File: src/shared/vrc_map.svh
// Function
// - pin output enable set routes the reference level to the shared pin.
// - reset clears the power enable bit 7.
// - reset clears the pin output enable bit 6.
// - reset clears the range select bit 5, choosing the high range.
// - reset clears the 4-bit tap value.
// - waking from sleep leaves every control bit unchanged.
// - the reference settings act independently of the comparator mode.
// - range select 1 picks the fine low range, 0 the offset high range.
// - source select picks the main rails or the external reference pins.
`ifndef VRC_MAP_SVH
`define VRC_MAP_SVH
`define VRC_ADDR_CTRL 4'h0
`define VRC_ADDR_STATUS 4'h1
`define VRC_CTRL_RESET 8'h00
`define VRC_BIT_POWER 7
`define VRC_BIT_PIN_OE 6
`define VRC_BIT_RANGE 5
`define VRC_BIT_SOURCE 4
`define VRC_TAP_MSB 3
`define VRC_TAP_LSB 0
`endif

File: src/shared/vrc_pkg.sv
package vrc_pkg;
    typedef logic [7:0] vrc_byte_t;
    typedef logic [3:0] vrc_addr_t;
    typedef logic [3:0] vrc_tap_t;
endpackage

File: src/rtl/vrc_pin_mux.sv
`timescale 1ns/1ps
`include "vrc_map.svh"
// pin direction override for the shared analog pin
module vrc_pin_mux
    import vrc_pkg::*;
(
    input wire logic pin_oe,
    input wire logic port_dir_in,
    output logic pin_analog_connect,
    output logic pin_dir_eff
);
    // reference routing wins over the direction latch
    always_comb begin
        pin_analog_connect = pin_oe;
        pin_dir_eff = pin_oe ? 1'b1 : port_dir_in;
    end
endmodule

File: src/rtl/vrc_top.sv
`timescale 1ns/1ps
`include "vrc_map.svh"
module vrc_top
    import vrc_pkg::*;
(
    input wire logic clk,
    input wire logic nrst,
    input wire vrc_addr_t addr,
    input wire vrc_byte_t wdata,
    input wire logic wr,
    input wire logic rd,
    input wire logic port_a_direction,
    output vrc_byte_t rdata,
    output logic ref_power_enable,
    output logic ref_pin_output_enable,
    output logic ref_range_select,
    output logic ref_source_select,
    output vrc_tap_t ref_tap_value,
    output logic shared_analog_pin_connect,
    output logic shared_analog_pin_dir
);
    vrc_byte_t voltage_ref_control;
    vrc_byte_t next_voltage_ref_control;
    vrc_byte_t next_rdata;
    logic pin_connect_c;
    logic pin_dir_c;
    logic pin_connect_q;
    logic pin_dir_q;

    // software write; no sleep input exists so wake keeps state
    always_comb begin
        next_voltage_ref_control = voltage_ref_control;
        if (wr && addr == `VRC_ADDR_CTRL) begin
            next_voltage_ref_control = wdata;
        end
    end

    // read path, data one cycle after strobe
    always_comb begin
        next_rdata = 8'h00;
        if (rd) begin
            case (addr)
                `VRC_ADDR_CTRL: next_rdata = voltage_ref_control;
                `VRC_ADDR_STATUS: next_rdata = {6'h00, pin_dir_q,
                                                pin_connect_q};
                default: next_rdata = 8'h00;
            endcase
        end
    end

    // shared pin routing and direction override
    vrc_pin_mux u_pin_mux (
        .pin_oe(voltage_ref_control[`VRC_BIT_PIN_OE]),
        .port_dir_in(port_a_direction),
        .pin_analog_connect(pin_connect_c),
        .pin_dir_eff(pin_dir_c)
    );

    // control register and registered outputs
    always_ff @(posedge clk or negedge nrst) begin
        if (!nrst) begin
            voltage_ref_control <= `VRC_CTRL_RESET;
            rdata <= 8'h00;
            pin_connect_q <= 1'b0;
            pin_dir_q <= 1'b0;
        end else begin
            voltage_ref_control <= next_voltage_ref_control;
            rdata <= next_rdata;
            pin_connect_q <= pin_connect_c;
            pin_dir_q <= pin_dir_c;
        end
    end

    // settings to the ladder, independent of any comparator mode
    always_comb begin
        ref_power_enable = voltage_ref_control[`VRC_BIT_POWER];
        ref_pin_output_enable = voltage_ref_control[`VRC_BIT_PIN_OE];
        ref_range_select = voltage_ref_control[`VRC_BIT_RANGE];
        ref_source_select = voltage_ref_control[`VRC_BIT_SOURCE];
        ref_tap_value = voltage_ref_control[`VRC_TAP_MSB:`VRC_TAP_LSB];
        shared_analog_pin_connect = pin_connect_q;
        shared_analog_pin_dir = pin_dir_q;
    end

    // a control write lands on the next edge
    chk_write_takes: assert property (
        @(posedge clk) disable iff (!nrst)
        wr && addr == `VRC_ADDR_CTRL |=>
        voltage_ref_control == $past(wdata))
        else $error("control write not stored");

    // no write, no change: sleep and wake keep the settings
    chk_hold_value: assert property (
        @(posedge clk) disable iff (!nrst)
        !(wr && addr == `VRC_ADDR_CTRL) |=>
        $stable(voltage_ref_control))
        else $error("control changed without write");

    // control readback one cycle after the strobe
    chk_read_data: assert property (
        @(posedge clk) disable iff (!nrst)
        rd && addr == `VRC_ADDR_CTRL && !wr |=>
        rdata == $past(voltage_ref_control))
        else $error("readback mismatch");

    // pin routing follows the enable one cycle later
    chk_pin_connect: assert property (
        @(posedge clk) disable iff (!nrst)
        ##1 shared_analog_pin_connect ==
        $past(ref_pin_output_enable))
        else $error("pin connect wrong");

    // enable forces the pin direction
    chk_dir_override: assert property (
        @(posedge clk) disable iff (!nrst)
        ref_pin_output_enable |=>
        shared_analog_pin_dir)
        else $error("direction not overridden");

    // without enable the port direction passes through
    chk_dir_pass: assert property (
        @(posedge clk) disable iff (!nrst)
        nrst && !ref_pin_output_enable |=>
        shared_analog_pin_dir == $past(port_a_direction))
        else $error("direction not passed");

    // power bit written from data bit 7
    chk_power_bit: assert property (
        @(posedge clk) disable iff (!nrst)
        wr && addr == `VRC_ADDR_CTRL |=>
        ref_power_enable == $past(wdata[`VRC_BIT_POWER]))
        else $error("power bit wrong");

    // range, source and tap fields written together
    chk_range_tap: assert property (
        @(posedge clk) disable iff (!nrst)
        wr && addr == `VRC_ADDR_CTRL |=>
        ref_range_select == $past(wdata[`VRC_BIT_RANGE]) &&
        ref_source_select == $past(wdata[`VRC_BIT_SOURCE]) &&
        ref_tap_value == $past(wdata[3:0]))
        else $error("range, source or tap wrong");

    // read data is zero outside the read answer
    chk_idle_zero: assert property (
        @(posedge clk) disable iff (!nrst)
        !rd |=>
        rdata == 8'h00)
        else $error("read data not zero");

    // power enable held clear in reset
    chk_reset_power: assert property (
        @(posedge clk)
        !nrst |->
        !ref_power_enable)
        else $error("power enable not cleared by reset");

    // pin output enable held clear in reset
    chk_reset_pin_oe: assert property (
        @(posedge clk)
        !nrst |->
        !ref_pin_output_enable)
        else $error("pin enable not cleared by reset");

    // high range selected in reset
    chk_reset_range: assert property (
        @(posedge clk)
        !nrst |->
        !ref_range_select)
        else $error("range not cleared by reset");

    // tap value zero in reset
    chk_reset_tap: assert property (
        @(posedge clk)
        !nrst |->
        ref_tap_value == 4'h0)
        else $error("tap not cleared by reset");

    // pin cut off and released in reset
    chk_reset_pins: assert property (
        @(posedge clk)
        !nrst |->
        !shared_analog_pin_connect && !shared_analog_pin_dir)
        else $error("pin outputs not cleared by reset");

    // read data quiet in reset
    chk_reset_rdata: assert property (
        @(posedge clk)
        !nrst |->
        rdata == 8'h00)
        else $error("read data not cleared by reset");

    // whole register at its reset value right after release
    chk_release_clear: assert property (
        @(posedge clk)
        !nrst ##1 nrst |->
        voltage_ref_control == `VRC_CTRL_RESET)
        else $error("control not clear after reset");

    // enable set routes the level to the pin
    chk_pin_route: assert property (
        @(posedge clk) disable iff (!nrst)
        ref_pin_output_enable |=>
        shared_analog_pin_connect)
        else $error("pin not connected");

    // enable clear cuts the pin off
    chk_pin_cut: assert property (
        @(posedge clk) disable iff (!nrst)
        !ref_pin_output_enable |=>
        !shared_analog_pin_connect)
        else $error("pin not disconnected");

    // settled enable and routing agree
    chk_connect_settled: assert property (
        @(posedge clk) disable iff (!nrst)
        $past(nrst) && $stable(ref_pin_output_enable) |->
        shared_analog_pin_connect == ref_pin_output_enable)
        else $error("settled pin connect wrong");

    // settled direction follows the port when not overridden
    chk_dir_settled: assert property (
        @(posedge clk) disable iff (!nrst)
        $past(nrst) && !ref_pin_output_enable &&
        $stable(ref_pin_output_enable) && $stable(port_a_direction) |->
        shared_analog_pin_dir == port_a_direction)
        else $error("settled direction wrong");

    // status read shows the registered pin state
    chk_status_read: assert property (
        @(posedge clk) disable iff (!nrst)
        rd && addr == `VRC_ADDR_STATUS && !wr |=>
        rdata == {6'h00, $past(shared_analog_pin_dir),
                  $past(shared_analog_pin_connect)})
        else $error("status readback mismatch");

    // unmapped reads return zero
    chk_unmapped_read: assert property (
        @(posedge clk) disable iff (!nrst)
        rd && addr != `VRC_ADDR_CTRL &&
        addr != `VRC_ADDR_STATUS |=>
        rdata == 8'h00)
        else $error("unmapped read not zero");

    // unmapped writes are ignored
    chk_unmapped_write: assert property (
        @(posedge clk) disable iff (!nrst)
        wr && addr != `VRC_ADDR_CTRL |=>
        $stable(voltage_ref_control))
        else $error("unmapped write changed control");

    // settings to the ladder stand until a write
    chk_settings_stand: assert property (
        @(posedge clk) disable iff (!nrst)
        !(wr && addr == `VRC_ADDR_CTRL) |=>
        $stable({ref_power_enable, ref_pin_output_enable,
                 ref_range_select, ref_source_select, ref_tap_value}))
        else $error("settings changed without write");

    // read right behind a write returns the new value
    chk_write_then_read: assert property (
        @(posedge clk) disable iff (!nrst)
        wr && addr == `VRC_ADDR_CTRL ##1
        rd && addr == `VRC_ADDR_CTRL |=>
        rdata == $past(wdata, 2))
        else $error("read after write stale");

    // pin enable written from data bit 6
    chk_oe_write: assert property (
        @(posedge clk) disable iff (!nrst)
        wr && addr == `VRC_ADDR_CTRL |=>
        ref_pin_output_enable == $past(wdata[`VRC_BIT_PIN_OE]))
        else $error("pin enable bit wrong");

    // range select written from data bit 5
    chk_range_write: assert property (
        @(posedge clk) disable iff (!nrst)
        wr && addr == `VRC_ADDR_CTRL |=>
        ref_range_select == $past(wdata[`VRC_BIT_RANGE]))
        else $error("range bit wrong");

    // source select written from data bit 4
    chk_source_write: assert property (
        @(posedge clk) disable iff (!nrst)
        wr && addr == `VRC_ADDR_CTRL |=>
        ref_source_select == $past(wdata[`VRC_BIT_SOURCE]))
        else $error("source bit wrong");

    // each control bit written and held on its own
    for (genvar b = 0; b < 8; b++) begin : g_bit_chk
        chk_bit_write: assert property (
            @(posedge clk) disable iff (!nrst)
            wr && addr == `VRC_ADDR_CTRL |=>
            voltage_ref_control[b] == $past(wdata[b]))
            else $error("control bit not stored");
        chk_bit_hold: assert property (
            @(posedge clk) disable iff (!nrst)
            !(wr && addr == `VRC_ADDR_CTRL) |=>
            voltage_ref_control[b] == $past(voltage_ref_control[b]))
            else $error("control bit changed without write");
    end

    // main scenarios
    cov_enable_pin: cover property (@(posedge clk) disable iff (!nrst)
        ref_power_enable && ref_pin_output_enable);
    cov_low_range: cover property (@(posedge clk) disable iff (!nrst)
        ref_range_select && ref_tap_value == 4'hF);
    cov_write_read: cover property (@(posedge clk) disable iff (!nrst)
        wr ##1 rd);
    cov_status_read: cover property (@(posedge clk) disable iff (!nrst)
        rd && addr == `VRC_ADDR_STATUS);
    cov_dir_override: cover property (@(posedge clk) disable iff (!nrst)
        ref_pin_output_enable && !port_a_direction);
endmodule

File: config.mk
export PLATFORM = sky130hd
export DESIGN_NAME = vrc_top
export DESIGN_NICKNAME = d
export VERILOG_FILES = /design/src/shared/vrc_pkg.sv /design/src/rtl/vrc_pin_mux.sv /design/src/rtl/vrc_top.sv
export VERILOG_INCLUDE_DIRS = /design/src /design/src/shared
export SDC_FILE = /design/constraint.sdc
export NUM_CORES = 1
export LEC_CHECK = 0
export ABC_AREA = 1
export BUFFER_PORTS_ARGS = -buffer_cell sky130_fd_sc_hd__buf_2
export CAP_MARGIN = 20
export CORE_UTILIZATION = 40
export DETAILED_ROUTE_END_ITERATION = 8
export GPL_TIMING_DRIVEN = 1
export PLACE_DENSITY = 0.77
export SETUP_SLACK_MARGIN = 0.1
export SLEW_MARGIN = 40
export SYNTH_ARGS = -nofsm -noshare
export SYNTH_HDL_FRONTEND = slang
export SYNTH_HIERARCHICAL = 1
export SYNTH_SLANG_ARGS = --single-unit
File: constraint.sdc
create_clock -name clk -period 0.8 [get_ports clk]
set_input_delay 0.12 -clock clk [delete_from_list [all_inputs] [get_ports clk]]
set_output_delay 0.12 -clock clk [all_outputs]
set_load 0.02 [all_outputs]
==> results_dict.tcl <==
set metrics [dict create \
    max_clock_freq_mhz 1006 \
    drtPass1Iterations 4 \
    antenna_found_initial 0 \
    routabilityCongestion 0.7223 \
    startpoint_type "flip-flop" \
    path_buf_inv 1 \
    n_antenna_cell 0 \
    synth_cell_types 11 \
    cts_buffers 3 \
    seq_area_frac_synth_pct 62.83 \
    leakagePower_nw 0.6310 \
    hold_path_class "in -> reg" \
    min_from "port_a_direction" \
    maxSlewViolCount 0 \
    drcViolationCount 0 \
    syn_area_um2 716.9 \
    start_util_pct 44.98 \
    syn_inst 73 \
    hold_depth 3 \
    clk_latency_ps 290 \
    num_rows 14 \
    avgSynthCellArea_um2 9.821 \
    ir_drop_uv 1466 \
    cts_sinks 18 \
    fin_crit_sh_pct 124.2 \
    ys_top_cells_by_area "dfrtp_1, nand4_1, nand2_1" \
    relSlewSlack_pct 73.94 \
    yosys_warnings 6 \
    crit_path_top_delay_cell "dfrtp_1" \
    synthTopCellsByCount "nand2_1, dfrtp_1, nand4_1, inv_1, nor2_1" \
    setup_ws_ps -193.9 \
    synth_ff_type "dfrtp_1" \
    utilization_pct 75.12 \
    violations "negative setup slack" \
    core_um2 1594 \
    grt_start_max_net_pins 19 \
    crit_fanout 2 \
    synth_top_area_share_pct 62.83 \
    period_needed_ps 993.9 \
    die_x_um 44.34 \
    crit_family "flip-flops" \
    h-tree-depth 1 \
    crit_path_end_kind "output pin" \
    nNetsFinal 139 \
    r2r-start "voltage_ref_control[7]$_DFFE_PN0P_" \
    path_clk_slew_ps 100 \
    status "complete, but fails checks" \
    grt_overflow 0 \
    root_buffer "clkbuf_4" \
    ant_nets 0 \
    synth-seq-cells 18 \
    via_count 694 \
    drive_gt1_share_pct 57.02 \
    rsz0062_at_grt "true" \
    worst-setup-path-type "reg -> out" \
    post-synth-top-count-cell "nand2_1" \
    grt_pass1_vias 619 \
    r2r_end "voltage_ref_control[7]$_DFFE_PN0P_" \
    dieArea_um2 1966 \
    p_per_area_nw_per_um2 2060 \
    max_stage_delay_ps 430 \
    pin_count 35 \
    tns_ps -2957 \
    r2r_setup_slack_ps -110 \
    viasPerCell 4.786 \
    cts_tree "built" \
    tightest_slew_ps 390.9 \
    wl_per_cell_um 12.84 \
    synth_top_area_cell "dfrtp_1" \
    setup_viol_count_final 21 \
    die_y_um 44.34 \
    skew_ps 1.567 \
    drv_cap 0 \
    dp_hpwl_mm 1.105 \
    grt_pass1_wl_mm 2.746 \
    cp.required_ps 680 \
    crit_chain "buf_6" \
    synth_nets 90 \
    totalWireLength_mm 1.862 \
    min_to "shared_analog_pin_dir$_DFF_PN0_" \
    hold_viol_final 0 \
    synthArstFlopShare_pct 100.0 \
    critPathArrivalTime_ps 870 \
    worst_r2r_path_depth 4 \
    dr.first_iter.drc_count 13 \
    area_growth_pct 67.02 \
    grt_usage_pct 19.78 \
    port_buffers 34 \
    ctsLongestPathBuffers 2 \
    synth-edff-count 0 \
]
how the worst max path moves through the flow:
stage               cells after the start                                   to  slack, ps                               start
floorplan                               1  shared_analog_pin_connect$_DFF_PN0_        100  voltage_ref_control[6]$_DFFE_PN0P_
global placement                        5   voltage_ref_control[2]$_DFFE_PN0P_        -50                             addr[1]
detailed placement                      5   voltage_ref_control[7]$_DFFE_PN0P_        -70                             addr[1]
CTS                                     1                     ref_power_enable       -170  voltage_ref_control[7]$_DFFE_PN0P_
global route                            1                     ref_tap_value[1]       -210  voltage_ref_control[1]$_DFFE_PN0P_
finish                                  1                     ref_power_enable       -190  voltage_ref_control[7]$_DFFE_PN0P_
through the flow:
| step | area [um^2] | total power [W] | cells | hold slack (ps) | setup WS (ps) |
|---|---|---|---|---|---|
| final | 1197 | 0.002467 | 145 | 2.236 | -193.9 |
| after CTS | 1135 | 0.002301 | 144 | 8.339 | -173.8 |
| after global routing | 1197 | 0.002572 | 145 | 34.10 | -214.9 |
| after floorplan | 723.2 | 0.001385 | 73 | -175.6 | 96.63 |
| after global placement | 925.9 | 0.001575 | 131 | 58.50 | -45.18 |
| after detailed placement | 925.9 | 0.001588 | 131 | 58.51 | -72.54 |
power breakdown:
part           switching, W  total, W  internal, W
logic              0.000411  0.000879     0.000468
clock network      0.000270  0.000464     0.000194
registers          0.000101   0.00112      0.00102
total              0.000782   0.00247      0.00168
placed cells by master, fill, tap and decap left out:
cell,synthesis,final
buf_4,3,5
inv_4,0,1
nor2_1,7,5
nor2_4,1,1
nand3_2,1,1
dfrtp_2,0,5
dfrtp_1,18,13
buf_6,0,26
nand2_2,0,4
nor2_2,1,3
nand2_4,0,1
clkbuf_4,0,3
nand2_1,19,14
inv_1,9,5
nand3_1,1,1
buf_2,1,16
nand4_1,12,12
dlygate4sd3_1,0,1
clkbuf_1,0,1
inv_2,0,3
flip-flops by register name, indices dropped and copies added, names as in the netlist:
| signal | cells |
|---|---|
| rdata | 8 |
| voltage_ref_control | 8 |
| shared_analog_pin_dir | 1 |
| shared_analog_pin_connect | 1 |
cell families after synthesis:
logic type,after synthesis,share of synthesized area (%)
buffers and inverters,13,8.550
and+or+nand+nor,42,28.62
DFF,18,62.83
layer usage:
metal  routed length, um  track usage, %
met5                   0               0
met4                  42           7.879
met3                  77           3.265
met2                 955           33.82
met1                 786           24.93
cell type report:
class / count / area (um^2)
sequential: 18 / 456.7
timing repair buffer: 48 / 420.4
fill: 102 / 396.6
multi-input combinational: 42 / 227.7
inverter: 9 / 36.28
tap: 24 / 30.03
clock buffer: 4 / 26.28
what timing repair did:
item,in CTS,in global routing
pin swaps,0,7
endpoints found under the hold margin,18,0
buffers inserted,8,3
setup endpoints to repair,18,35
resized for setup,36,21
hold buffers,1,0
Power figures use the tool's default switching activity.
